<file path="config.mk">
export PLATFORM = sky130hd
export DESIGN_NAME = psp_top
export DESIGN_NICKNAME = d
export VERILOG_FILES = /design/src/hw/psp_pkg.sv /design/src/hw/psp_pulse_if.sv /design/src/hw/psp_pulse_gen.sv /design/src/hw/psp_top.sv
export VERILOG_INCLUDE_DIRS = /design/src /design/src/hw
export SDC_FILE = /design/constraint.sdc
export NUM_CORES = 1
export LEC_CHECK = 0
export BUFFER_PORTS_ARGS = -buffer_cell sky130_fd_sc_hd__clkbuf_2
export CORE_ASPECT_RATIO = 1.5
export CORE_MARGIN = 8
export CORE_UTILIZATION = 37
export DETAILED_ROUTE_END_ITERATION = 12
export GPL_TIMING_DRIVEN = 0
export PLACE_DENSITY = 0.53
export SETUP_SLACK_MARGIN = 0.1
export SLEW_MARGIN = 20
export SYNTH_ARGS = -nofsm -noshare
export SYNTH_HDL_FRONTEND = slang
export SYNTH_HIERARCHICAL = 1
export SYNTH_SLANG_ARGS = --single-unit
</file>
<file path="constraint.sdc">
create_clock -name clk -period 11.7 [get_ports clk]
set_clock_uncertainty 0.15 [all_clocks]
set_input_delay 2.34 -clock clk [delete_from_list [all_inputs] [get_ports clk]]
set_output_delay 2.34 -clock clk [all_outputs]
set_load 0.005 [all_outputs]
</file>
<file path="src/hw/psp_regs.svh">
// Operation
// - protocol select resets to 0x02
// - bit 7 set means no receive crc
// - bit 6 picks direct mode variant
// - code bit 0 picks 1-of-4/1-of-256
// - code bit 1 picks low/high rate
// - code bit 2 picks double subcarrier
// - zero pulse length uses protocol width
// - nonzero pulse length times 73.7 ns
// - pulse length cleared on proto write
// - protocol preset pulse width 9.44 us
`ifndef PSP_REGS_SVH
`define PSP_REGS_SVH

// ****************************************************
// register indices, byte address is four times these
// ****************************************************
`define PSP_IDX_PROTO   6'h01
`define PSP_IDX_PULSE   6'h06
`define PSP_IDX_STATUS  6'h10
`define PSP_IDX_PCOUNT  6'h11

// ****************************************************
// reset values and field positions
// ****************************************************
`define PSP_PROTO_RST   8'h02
`define PSP_PULSE_RST   8'h00
`define PSP_B_RX_CRC_N  7
`define PSP_B_DIR_MODE  6
`define PSP_B_RESERVED  5
`define PSP_B_CODING    0
`define PSP_B_RATE      1
`define PSP_B_DSC       2
`define PSP_B_CODE_HI   4
`define PSP_B_CODE_MID  3

// ****************************************************
// timing in picoseconds, receive rates in 10 bps units
// ****************************************************
`define PSP_CLK_PS      25'h0002710
`define PSP_STEP_PS     25'h0011fe4
`define PSP_PRESET_PS   25'h0900b00
`define PSP_RATE_LO_1   12'h296
`define PSP_RATE_HI_1   12'ha58
`define PSP_RATE_LO_2   12'h29b
`define PSP_RATE_HI_2   12'ha6d

`endif

</file>
<file path="src/hw/psp_pkg.sv">
package psp_pkg;
   typedef enum logic {PSP_CODING_1OF4, PSP_CODING_1OF256} psp_coding_e;
   typedef enum logic {PSP_RATE_LOW, PSP_RATE_HIGH} psp_rate_e;
   typedef enum logic {PSP_DIRECT_RAW, PSP_DIRECT_FRAMED} psp_dmode_e;
   typedef enum logic [0:0] {PSP_PG_IDLE, PSP_PG_PULSE} psp_pg_state_e;
   typedef logic [24:0] psp_ps_t;
   typedef struct packed {
      logic        rx_crc_check;
      psp_dmode_e  dmode;
      psp_coding_e coding;
      psp_rate_e   rate;
      logic        dual_sub;
      logic        supported;
   } psp_proto_s;
endpackage

</file>
<file path="src/hw/psp_pulse_if.sv">
`timescale 1ns/1ns
interface psp_pulse_if;
   logic             start;
   psp_pkg::psp_ps_t width_ps;
   logic             active;
   logic             done;
   modport ctl (output start, output width_ps, input active, input done);
   modport gen (input start, input width_ps, output active, output done);
endinterface

</file>
<file path="src/hw/psp_pulse_gen.sv">
`timescale 1ns/1ns
`include "psp_regs.svh"
module psp_pulse_gen (
   input  wire logic   clk,
   input  wire logic   srst,
   psp_pulse_if.gen    pif
);
   psp_pkg::psp_pg_state_e state_q;
   psp_pkg::psp_ps_t       elapsed_q;
   psp_pkg::psp_ps_t       target_q;
   psp_pkg::psp_ps_t       elapsed_d;
   logic                   done_q;

   assign elapsed_d = elapsed_q + `PSP_CLK_PS;

   // ****************************************************
   // pulse timing
   // ****************************************************
   // width is kept in picoseconds so the 73.7 ns step needs no divider;
   // the pulse lasts the width rounded up to whole clock cycles
   always_ff @(posedge clk) begin
      if (srst) begin
         state_q   <= psp_pkg::PSP_PG_IDLE;
         elapsed_q <= '0;
         target_q  <= '0;
      end else begin
         case (state_q)
            psp_pkg::PSP_PG_IDLE: begin
               if (pif.start) begin
                  state_q   <= psp_pkg::PSP_PG_PULSE;
                  elapsed_q <= '0;
                  target_q  <= pif.width_ps;
               end
            end
            psp_pkg::PSP_PG_PULSE: begin
               elapsed_q <= elapsed_d;
               if (elapsed_d >= target_q) begin
                  state_q <= psp_pkg::PSP_PG_IDLE;
               end
            end
            default: state_q <= psp_pkg::PSP_PG_IDLE;
         endcase
      end
   end

   always_ff @(posedge clk) begin
      if (srst) begin
         done_q <= 1'b0;
      end else begin
         done_q <= (state_q == psp_pkg::PSP_PG_PULSE) && (elapsed_d >= target_q);
      end
   end

   assign pif.active = (state_q == psp_pkg::PSP_PG_PULSE);
   assign pif.done   = done_q;
endmodule // psp_pulse_gen

</file>
<file path="src/hw/psp_top.sv">
`timescale 1ns/1ns
`include "psp_regs.svh"
module psp_top (
   input  wire logic        clk,
   input  wire logic        srst,
   input  wire logic        chip_en,
   input  wire logic        wb_cyc_i,
   input  wire logic        wb_stb_i,
   input  wire logic        wb_we_i,
   input  wire logic [7:0]  wb_adr_i,
   input  wire logic [3:0]  wb_sel_i,
   input  wire logic [31:0] wb_dat_i,
   output logic      [31:0] wb_dat_o,
   output logic             wb_ack_o,
   input  wire logic        tx_pulse_start,
   output logic             mod_pulse,
   output logic             mod_busy,
   output logic             rx_crc_check,
   output logic             direct_mode_framed,
   output logic             reader_mode_ok,
   output logic             proto_supported,
   output logic             coding_1of256,
   output logic             rate_high,
   output logic             double_subcarrier,
   output logic      [11:0] rx_rate_10bps,
   output logic             pulse_from_reg
);
   // ****************************************************
   // declarations
   // ****************************************************
   logic [7:0]          proto_q;
   logic [7:0]          pulse_len_q;
   logic [15:0]         pulse_cnt_q;
   logic                ack_q;
   logic [31:0]         dat_q;
   logic                req;
   logic                wr_lane0;
   logic [5:0]          idx;
   logic                wr_proto;
   logic                wr_pulse;
   logic [31:0]         rd_mux;
   psp_pkg::psp_proto_s dec;
   psp_pkg::psp_ps_t    width_ps;
   logic [11:0]         rate_sel;
   logic [7:0]          out_q;
   logic [11:0]         rate_q;

   psp_pulse_if pif ();

   // ****************************************************
   // bus decode
   // ****************************************************
   // a new request is taken only when no ack is standing, so the
   // master sees exactly one ack per access
   assign req      = wb_cyc_i && wb_stb_i && !ack_q;
   assign idx      = wb_adr_i[7:2];
   assign wr_lane0 = req && wb_we_i && wb_sel_i[0];
   assign wr_proto = wr_lane0 && (idx == `PSP_IDX_PROTO);
   assign wr_pulse = wr_lane0 && (idx == `PSP_IDX_PULSE);

   always_ff @(posedge clk) begin
      if (srst) begin
         ack_q <= 1'b0;
      end else begin
         ack_q <= req;
      end
   end

   // ****************************************************
   // protocol selection register
   // ****************************************************
   // chip enable low holds the register at its default and drops
   // writes; the bus still answers so the host never hangs
   // default load
   always_ff @(posedge clk) begin
      if (srst) begin
         proto_q <= `PSP_PROTO_RST;
      end else if (!chip_en) begin
         proto_q <= `PSP_PROTO_RST;
      end else if (wr_proto) begin
         proto_q <= wb_dat_i[7:0];
      end
   end

   // ****************************************************
   // transmit pulse length register
   // ****************************************************
   // preset on proto write
   always_ff @(posedge clk) begin
      if (srst) begin
         pulse_len_q <= `PSP_PULSE_RST;
      end else if (!chip_en) begin
         pulse_len_q <= `PSP_PULSE_RST;
      end else if (wr_proto) begin
         pulse_len_q <= `PSP_PULSE_RST;
      end else if (wr_pulse) begin
         pulse_len_q <= wb_dat_i[7:0];
      end
   end

   // ****************************************************
   // protocol decode
   // ****************************************************
   always_comb begin
      dec.rx_crc_check = !proto_q[`PSP_B_RX_CRC_N];
      dec.dmode = proto_q[`PSP_B_DIR_MODE] ? psp_pkg::PSP_DIRECT_FRAMED
                                           : psp_pkg::PSP_DIRECT_RAW;
      dec.coding = proto_q[`PSP_B_CODING] ? psp_pkg::PSP_CODING_1OF256
                                          : psp_pkg::PSP_CODING_1OF4;
      dec.rate = proto_q[`PSP_B_RATE] ? psp_pkg::PSP_RATE_HIGH
                                      : psp_pkg::PSP_RATE_LOW;
      dec.dual_sub = proto_q[`PSP_B_DSC];
      dec.supported = !proto_q[`PSP_B_CODE_HI] && !proto_q[`PSP_B_CODE_MID];
   end

   always_comb begin
      case ({dec.dual_sub, dec.rate})
         {1'b0, psp_pkg::PSP_RATE_LOW}:  rate_sel = `PSP_RATE_LO_1;
         {1'b0, psp_pkg::PSP_RATE_HIGH}: rate_sel = `PSP_RATE_HI_1;
         {1'b1, psp_pkg::PSP_RATE_LOW}:  rate_sel = `PSP_RATE_LO_2;
         {1'b1, psp_pkg::PSP_RATE_HIGH}: rate_sel = `PSP_RATE_HI_2;
         default:                        rate_sel = `PSP_RATE_HI_1;
      endcase
   end

   // ****************************************************
   // modulation pulse width
   // ****************************************************
   // width is fixed at the start of each pulse, so a register write
   // during a pulse only affects the next one
   always_comb begin
      if (pulse_len_q == 8'h00) begin
         width_ps = `PSP_PRESET_PS;
      end else begin
         width_ps = psp_pkg::psp_ps_t'(pulse_len_q) * `PSP_STEP_PS;
      end
   end

   // starts arriving while a pulse runs are dropped; the modulator
   // must wait for mod_busy to fall
   assign pif.start    = tx_pulse_start && chip_en && !pif.active;
   assign pif.width_ps = width_ps;

   psp_pulse_gen u_pulse_gen (
      .clk  (clk),
      .srst (srst),
      .pif  (pif)
   );

   // ****************************************************
   // pulse counter
   // ****************************************************
   // wraps silently; software reads differences, not absolutes
   always_ff @(posedge clk) begin
      if (srst) begin
         pulse_cnt_q <= 16'h0000;
      end else if (!chip_en) begin
         pulse_cnt_q <= 16'h0000;
      end else if (pif.done) begin
         pulse_cnt_q <= pulse_cnt_q + 16'h0001;
      end
   end

   // ****************************************************
   // read data
   // ****************************************************
   always_comb begin
      case (idx)
         `PSP_IDX_PROTO:  rd_mux = {24'h000000, proto_q};
         `PSP_IDX_PULSE:  rd_mux = {24'h000000, pulse_len_q};
         `PSP_IDX_STATUS: rd_mux = {12'h000, rate_sel,
                                    2'b00,
                                    pif.active,
                                    (pulse_len_q != 8'h00),
                                    dec.supported,
                                    dec.dual_sub,
                                    (dec.rate == psp_pkg::PSP_RATE_HIGH),
                                    (dec.coding == psp_pkg::PSP_CODING_1OF256)};
         `PSP_IDX_PCOUNT: rd_mux = {16'h0000, pulse_cnt_q};
         default:         rd_mux = 32'h00000000;
      endcase
   end

   always_ff @(posedge clk) begin
      if (srst) begin
         dat_q <= 32'h00000000;
      end else if (req && !wb_we_i) begin
         dat_q <= rd_mux;
      end
   end

   assign wb_ack_o = ack_q;
   assign wb_dat_o = dat_q;

   // ****************************************************
   // configuration outputs
   // ****************************************************
   // registered so the front end sees clean levels one cycle after
   // the register itself changes
   always_ff @(posedge clk) begin
      if (srst) begin
         out_q  <= 8'h00;
         rate_q <= 12'h000;
      end else begin
         out_q  <= {dec.rx_crc_check,
                    (dec.dmode == psp_pkg::PSP_DIRECT_FRAMED),
                    !proto_q[`PSP_B_RESERVED],
                    dec.supported,
                    (dec.coding == psp_pkg::PSP_CODING_1OF256),
                    (dec.rate == psp_pkg::PSP_RATE_HIGH),
                    dec.dual_sub,
                    (pulse_len_q != 8'h00)};
         rate_q <= rate_sel;
      end
   end

   assign rx_crc_check       = out_q[7];
   assign direct_mode_framed = out_q[6];
   assign reader_mode_ok     = out_q[5];
   assign proto_supported    = out_q[4];
   assign coding_1of256      = out_q[3];
   assign rate_high          = out_q[2];
   assign double_subcarrier  = out_q[1];
   assign pulse_from_reg     = out_q[0];
   assign rx_rate_10bps      = rate_q;
   assign mod_pulse          = pif.active;
   assign mod_busy           = pif.active;
endmodule // psp_top

</file>
# Word level (Yosys, flattened, before mapping)
# Cells that the tools add are included.
totals:
  latchBits: 0
  mem_count: 0
  elab_cells: 60
  register_bits: 137
  romBits: 0
  ram_bits: 0
  inputBits: 51
  out_inout_bits: 55
classes:
  div: 0
  reduce_logical: 24
  bitwise_logic: 2
  n_eq_ne: 8
  mul: 1
  order_cmp: 1
  n_mux: 11
  n_addsub: 2
  shifts: 0
op_table:
  columns: ["op", "n"]
  rows:
  - ["case mux 20 bit (4 select lines)", 1]
  - ["2-to-1 mux 25 bit", 2]
  - ["case mux 25 bit (2 select lines)", 1]
  - ["case mux 12 bit (4 select lines)", 1]
  - ["adder 25 x 14 -> 25 bit (second input constant)", 1]
  - [">= comparator 25 bit", 1]
  - ["multiplier 8 x 15 -> 23 bit (second input constant)", 1]
  - ["adder 16 x 1 -> 16 bit (second input constant)", 1]
  - ["equality test 6 x 5 -> 1 bit (second input constant)", 2]
  - ["logical AND 1 bit", 11]
  - ["zero test 8 bit", 1]
  - ["nonzero test 8 bit", 1]
  - ["zero test 1 bit", 7]
  - ["equality test 6 x 1 -> 1 bit (second input constant)", 1]
  - ["equality test 6 x 3 -> 1 bit (second input constant)", 1]
  - ["2-to-1 mux 1 bit", 5]
  - ["equality test 2 bit (second input constant)", 2]
  - ["OR reduction 3 bit", 1]
  - ["equality test 2 x 1 -> 1 bit (second input constant)", 1]
  - ["zero test 2 bit", 1]
  - ["inequality test 2 bit (second input constant)", 1]
  - ["inverter 1 bit", 2]
  - ["case mux 1 bit (2 select lines)", 1]
  - ["AND reduction 2 bit", 1]
  - ["OR reduction 2 bit", 1]

# Longest topological paths before layout
# Gate-level depths: netlist of the first run.
logic_depth:
  word_depth: 6
  depth_mapped: 18
  depth_no_buf: 16

# Hierarchy
# The synthesis of the first run kept the hierarchy.
modules_own_cells:
  columns: ["module", "instances", "cells_each", "seq_area_each_um2", "area_each_um2"]
  rows:
  - ["psp_top", 1, 591, 1341.3, 5014.8]
  - ["psp_pulse_gen", 1, 358, 960.9, 2788.9]

# Worst setup path before layout of the first run
# No wires, ideal clock.
synth_path:
  path_kind: "reg-to-reg"
  from: "register pulse_len_q[4]"
  to: "register u_pulse_gen.target_q[21]"
  path_slack_ns: 7.095
  setup_time_ns: 0.070
  arrival_time_ns: 4.384
  t_required_ns: 11.480
  path_stages_with_launch: 18
  period_less_slack_ns: 4.605
  n_path_buf: 1
  path_cell_list: "dfxtp_1 > clkbuf_1 > inv_1 > fa_1 > inv_1 > ha_1 > fa_1 > inv_1 > fa_1 > inv_1 > ha_1 > nor2b_1 > o31ai_1 > a21oi_1 > or3_1 > a31oi_1 > nand2_1 > a21oi_1"
synth_between:
  elab_chain_cells: 2
  word_cells_on_any_way: 3
  cone_classes: "mul (1); mux (1); reduce/logical (1)"
synth_rtl:
  columns: ["item", "line", "text"]
  rows:
  - ["start: declaration", "psp_top.sv:32", "logic [7:0] pulse_len_q;"]
  - ["start signal: assignment", "psp_top.sv:91", "pulse_len_q <= `PSP_PULSE_RST;"]
  - ["start signal: assignment", "psp_top.sv:93", "pulse_len_q <= `PSP_PULSE_RST;"]
  - ["start signal: assignment", "psp_top.sv:95", "pulse_len_q <= `PSP_PULSE_RST;"]
  - ["multiplier 8 x 15 -> 23 bit (no source line) / zero test 8 bit (equally long branches)", null, null]
  - ["2-to-1 mux 25 bit *", "psp_top.sv:132", "if (pulse_len_q == 8'h00) begin"]
  - ["via pif.width_ps[21]", "psp_pulse_if.sv:4", "psp_pkg::psp_ps_t width_ps;"]
  - ["end signal: assignment", "psp_pulse_gen.sv:32", "target_q <= pif.width_ps;"]
  - ["end: declaration", "psp_pulse_gen.sv:10", "psp_pkg::psp_ps_t target_q;"]
# The timed path passes the listed nets; every way through them passes the cells marked *.
# A chain may end at the register's enable or synchronous reset.

# Worst setup path after layout of the first run
# Same ends and word-level chain as after synthesis.

==> results of run 1 <==
[power groups by stage]
stage | clock [mW] | combinational [mW] | sequential [mW]
after floorplan | 0 | 0.0529 | 0.412
after global placement | 0 | 0.0802 | 0.414
after detailed placement | 0 | 0.0803 | 0.414
after CTS | 0.515 | 0.0808 | 0.405
after global routing | 0.528 | 0.0904 | 0.406
final | 0.502 | 0.0804 | 0.405
[how the worst max path moves through the flow]
stage               cells past startpoint                                    end  slack, ps
detailed placement                     17  u_pulse_gen/target_q[21]$_SDFFE_PP0P_       6190
global placement                       17  u_pulse_gen/target_q[23]$_SDFFE_PP0P_       6260
finish                                 17  u_pulse_gen/target_q[21]$_SDFFE_PP0P_       6210
CTS                                    17  u_pulse_gen/target_q[21]$_SDFFE_PP0P_       6170
floorplan                              17  u_pulse_gen/target_q[21]$_SDFFE_PP0P_       7100
global route                           17  u_pulse_gen/target_q[21]$_SDFFE_PP0P_       5890
[area by class of cell]
type	count	area (sq um)
Fill cell	2160	11800
Sequential cell	115	2300
Clock buffer	17	425
Clock inverter	15	145
Tap cell	268	335
Timing Repair Buffer	60	300
Buffer	65	329
Inverter	95	357
Multi-Input combinational cell	691	4880
[worst min-delay path: cells and delay by family, from the launching register on]
family          cells  cell delay, ps
compound gates      1              50
simple gates        1              50
flops               1             300
[per-stage QoR]
stage	util	std cells	hold slack (ps)	instance area, sq um	total power, mW
floorplan	-	966	260	7870	0.465
global placement	0.407	1294	290	8500	0.494
detailed placement	0.407	1294	294	8500	0.494
CTS	0.434	1326	302	9070	1.00
global route	0.434	1326	325	9070	1.02
finish	0.434	1326	300	9070	0.987
[flip-flops by register name, summed over array words and instances, names as in the netlist]
register and count:
pulse_len_q 8, u_pulse_gen/elapsed_q 21, u_pulse_gen/pif.done 1, rx_rate_10bps 8, wb_ack_o 1, out_q 8, u_pulse_gen/pif.active 1, pulse_cnt_q 16
proto_q 8, u_pulse_gen/target_q 25, wb_dat_o 18
[cells in the mapped netlist, drive strengths merged (22+ instances only)]
cell    instances  area [sq um]
o21ai          29           145
clkbuf         35           133
mux2i          22           220
fa             24           480
ha             79           988
a21oi          75           375
xnor2          26           228
dfxtp         115          2300
nand2         104           393
nor2           99           372
nand3          22           130
inv            95           357
buf            30           196
[routing by layer]
metal | wire length [um] | vias to the layer above | track usage | part of all wire
met5 | 0 | - | 0 | 0
met4 | 326 | 0 | 0.0605 | 0.016
met3 | 505 | 19 | 0.0241 | 0.024
met2 | 11400 | 88 | 0.310 | 0.55
met1 | 8580 | 3068 | 0.177 | 0.41
li1 | - | 3389 | - | -
[kinds of logic (layout without fill, tap and decap cells)]
| family | after synthesis | after routing | synth area share |
|---|---|---|---|
| XOR/XNOR | 44 | 44 | 0.0494 |
| flip-flops | 115 | 115 | 0.295 |
| AO/OA/AOI/OAI | 189 | 189 | 0.157 |
| AND/OR/NAND/NOR | 315 | 315 | 0.193 |
| multiplexers | 22 | 22 | 0.0282 |
| adder cells (fa/ha/maj) | 103 | 103 | 0.188 |
| buffers and inverters | 160 | 252 | 0.0879 |
| other | 1 | 18 | 0.000481 |
==> impl_results.md, run 1 <==
* Outcome: completed
* Number of global-route vias before repair at 6678
* Tcrit/Tclk final at 0.469
* Max VDD drop at between 0.08 and 0.09 mV
* Initial core utilization at 0.373
* Hold endpoint: u_pulse_gen/target_q[3]$_SDFFE_PP0P_
* Overflow after GRT at 0
* Worst Slack Setup Final at between 6000 and 7000 ps
* H-tree Lvls at 4
* Slew margin rel. at 0.443
* Most used DFF post-synth: dfxtp_1
* Top delay family on crit path: adder cells
* Core area at 20900 sq um
* Max_cap viols at 0
* Flop pwr share at 0.410
* RSZ-0062 raised after global routing: no
* Antenna diodes at 0
* Clock sink total at 115
* Antenna Nets Post-Route at 0
* Critical path's slowest cell: o31ai_1
* Net Switching at 0.261 mW
* Async set-reset flop share out of synthesis at 0
* Unique cell type count in the Yosys netlist at 68
* Most frequent cells in the layout: dfxtp_1 (115), nand2_1 (103), nor2_1 (99)
* Area grow syn2layout at 16.3%
* Net Sw Frac at 0.264
* Worst Hold Class: register to register
* HP Start: u_pulse_gen/target_q[3]$_SDFFE_PP0P_
* Register bit total from synthesis at around 120
* P per Cell Area at 109 nW/um^2
* Max clock buf depth at 2
* P_int at 0.726 mW
* CTS root buf: clkbuf_16
* Post-CTS Hold Buffers at 0
* Detailed Place HPWL at 16800 um
* RR Startpoint: pulse_len_q[4]$_SDFFE_PP0P_
* Avg Inst Size Synth at 8.22 sq um
* Crit path largest cell delay at 680 ps
* Number of synthesized flops with an enable pin at 0
* FMAX at ~180 MHz
* DRT Pass-1 Iters at 6
* Comb pwr share at 0.081
* Top cell by count, worst path: inv_1
* Drt via density at about 5.0
* DRC viols at 0
* Std-Cell Rows at 65
* Nets at 1199
* CP endpoint kind: register
* Die area at ~26000 sq um
* Clk slew on worst S/H paths at ~60 ps
* Setup Slack @ Placement at 6190 ps
* First-pass GRT wire length at 34100 um
* Warning count from the yosys run at 6
* Hold Violations, Final at 0
* Crit Path Class: register to register
* Leakage at 3.99 nW
* PostCTS Resize Cnt at 0
* Final min period at 5490 ps
* Count of final setup violators at 0
* Via count at 6564
* Fin. max-slew vios at 0
* Buf/Inv on CP at 5
* Largest net degree at the start of global routing at 17
* Crit-path cells: clkbuf_1 > inv_1 > fa_1 > inv_1 > ha_1 > fa_1 > inv_1 > fa_1 > inv_1 > ha_1 > nor2b_1 > o31ai_1 > a21oi_1 > or3_1 > a31oi_1 > nand2_1 > a21oi_1
* Worst Setup Start Kind: register
* Routed len/inst at 15.7 um
* Die Width at 135 um
* Crit-path max FO at 7
* Share of cells above drive strength 1 at 0.132
* # IOs at 106
* CTS tree: done
* R2R depth at 17
* Synth Instances at between 900 and 1000
* GPL Wtd Cong at 0.796
* Commonest non-fill, non-tap cell in the layout: dfxtp_1
* Final setup TNS at 0 ps
* Sequential fraction of the synthesis area at 0.295
* Drt total wl at 20800 um
* 1st-iter DRT viols at 278
* Clk_lat worst skew at 420 ps
* Slew of the pin with the lowest slew margin at between 800 and 900 ps
* Arr. time, crit path at between 5000 and 6000 ps
* Hold path depth at 2
* Gr usage total at 0.164
* FF-to-FF setup slack at between 6000 and 7000 ps
* Post-Syn Area at 7800 sq um
* Worst EP required at 11890 ps
* Clock share of power at 0.508
* CP startpoint: pulse_len_q[4]$_SDFFE_PP0P_
* Post-CTS Setup Inserts at 0
* TritonCTS Buffers at 17
* Number of port buffers at 60
* Die height at 194 um
* Worst R2R End: u_pulse_gen/target_q[21]$_SDFFE_PP0P_
* Initial antenna violation count at 0
Power figures use the tool's default switching activity.
==> run 2: changes to the inputs <==
==> constraint.sdc (replaced) <==
create_clock -name clk -period 5.07 [get_ports clk]
set_clock_uncertainty 0.15 [all_clocks]
set_input_delay 1.014 -clock clk [delete_from_list [all_inputs] [get_ports clk]]
set_output_delay 1.014 -clock clk [all_outputs]
set_load 0.005 [all_outputs]
==> impl_results.md, run 2 (synthesized netlist as in run 1, its figures left out) <==
* Flop pwr share at 0.410
* Share of cells above drive strength 1 at 0.153
* # IOs at 106
* Die Width at 135 um
* Net Sw Frac at 0.265
* CTS tree: done
* Initial antenna violation count at 0
* Final min period at 4790 ps
* Arr. time, crit path at between 4000 and 5000 ps
* 1st-iter DRT viols at 266
* Number of global-route vias before repair at around 6700
* Met3 wire len at 547 um
* Antenna diodes at 0
* Post-DP Area at 8500 sq um
* Comb pwr share at 0.082
* Worst Setup Start Kind: register
* Most frequent cells in the layout: dfxtp_1 (109), nand2_1 (103), nor2_1 (99)
* Number of port buffers at 60
* Largest register FFs at 25
* H-tree Lvls at 4
* Area grow syn2layout at 17.6%
* Post-layout instance area at 9180 sq um
* First-pass GRT wire length at around 34000 um
* RSZ-0062 raised after global routing: no
* Die area at about 26000 sq um
* CTS root buf: clkbuf_16
* Net Switching at 0.604 mW
* Hold Violations, Final at 0
* Routed len/inst at roughly 16 um
* DRT Pass-1 Iters at 5
* Drt total wl at 20900 um
* Crit Path Class: register to register
* Largest net degree at the start of global routing at 17
* Slew of the pin with the lowest slew margin at about 700 ps
* Worst Hold Class: register to register
* Crit-path max FO at 9
* P_int at 1.68 mW
* Antenna Nets Post-Route at 0
* Worst Slack Setup Final at 285 ps
* Max clock buf depth at 2
* Setup Slack @ Placement at -436 ps
* Largest reg by FF count: u_pulse_gen/target_q
* CP endpoint kind: register
* Leakage at 4.00 nW
* TritonCTS Buffers at 17
* Max VDD drop at roughly 0.20 mV
* Clock sink total at 115
* Std-Cell Rows at between 60 and 70
* GPL Wtd Cong at ~0.8
* Drt via density at 4.99
* Initial core utilization at 0.373
* DRC viols at 0
* Post-CTS Hold Buffers at 0
* Clock share of power at 0.508
* Worst EP required at 5260 ps
* Gr usage total at 0.165
* Clk slew on worst S/H paths at 60 ps
* Top Layer Used: met4
* Clk_lat worst skew at 410 ps
* Die height at 194 um
* Final setup TNS at 0 ps
* Overflow after GRT at 0
* Tcrit/Tclk final at 0.944
* Met2 WL post-DR at 11400 um
* Nets at 1200
* Outcome: completed
* Count of final setup violators at 0
* FMAX at 209 MHz
* Max_cap viols at 0
* Fin. max-slew vios at 0
* P per Cell Area at 248 nW/um^2
* Via count at 6620
* Detailed Place HPWL at roughly 17000 um
* Core area at 20900 sq um
* Slew margin rel. at 0.526
* Commonest non-fill, non-tap cell in the layout: dfxtp_1
* DRT met1 WL at 8660 um
==> run 2: cell types whose count changed in the layout (fill, tap and decap cells not counted), sizes merged <==
cell / change
clkbuf: -1
buf: +2
==> run 2: power groups by stage <==
stage                     Sequential (mW)  Clock [mW]  Combinational [mW]
after floorplan                     0.952           0               0.122
after global placement              0.955           0               0.185
after detailed placement            0.955           0               0.185
after CTS                           0.935        1.19               0.187
after global routing                0.936        1.22               0.209
final                               0.934        1.16               0.187
==> run 2: path summary, 6_finish.rpt <==
check | startpoint | to | slack, ps | cells after the start
max | pulse_len_q[5]$_SDFFE_PP0P_ | u_pulse_gen/target_q[17]$_SDFFE_PP0P_ | 280 | 16
min | u_pulse_gen/target_q[3]$_SDFFE_PP0P_ | u_pulse_gen/target_q[3]$_SDFFE_PP0P_ | 300 | 2
max reg2reg | pulse_len_q[5]$_SDFFE_PP0P_ | u_pulse_gen/target_q[17]$_SDFFE_PP0P_ | 280 | 16
min reg2reg | u_pulse_gen/target_q[3]$_SDFFE_PP0P_ | u_pulse_gen/target_q[3]$_SDFFE_PP0P_ | 300 | 2
==> run 2: what timing repair did <==
action,in CTS,in global routing
setup endpoints to repair,11,11
pin swaps,1,3
gates cloned,0,0
gates resized for setup,13,16
setup buffers,0,1
==> run 2: final cells by class <==
type	count	area (sq um)
Fill cell	2150	11700
Multi-Input combinational cell	691	4960
Clock buffer	17	425
Inverter	95	357
Timing Repair Buffer	61	308
Clock inverter	15	145
Sequential cell	115	2310
Buffer	65	333
Tap cell	268	335
==> run 2: layer usage <==
layer,up-vias,track usage
met4,0,0.0605
met5,-,0
li1,3393,-
met1,3091,0.178
met2,117,0.311
met3,19,0.0241
==> run 2: stage by stage <==
step / total power, mW / hold slack [ps] / util / std cells
finish: 2.28 / 301 / 0.439 / 1327
global route: 2.36 / 325 / 0.439 / 1327
CTS: 2.31 / 302 / 0.437 / 1326
detailed placement: 1.14 / 294 / 0.407 / 1294
global placement: 1.14 / 290 / 0.407 / 1294
floorplan: 1.07 / 260 / - / 966
==> run 2: critical path, cell delays in order (launching register included) <==
cell      delay, ps
dfxtp_2         400
fa_2            640
inv_1           110
fa_2            580
inv_1            70
fa_1            530
inv_1            60
fa_1            530
inv_1            40
ha_1            390
o211a_1         250
nor3_4           60
a211oi_1        310
nor3_1           90
nor3_1          270
nand2_1         100
a21oi_1         120
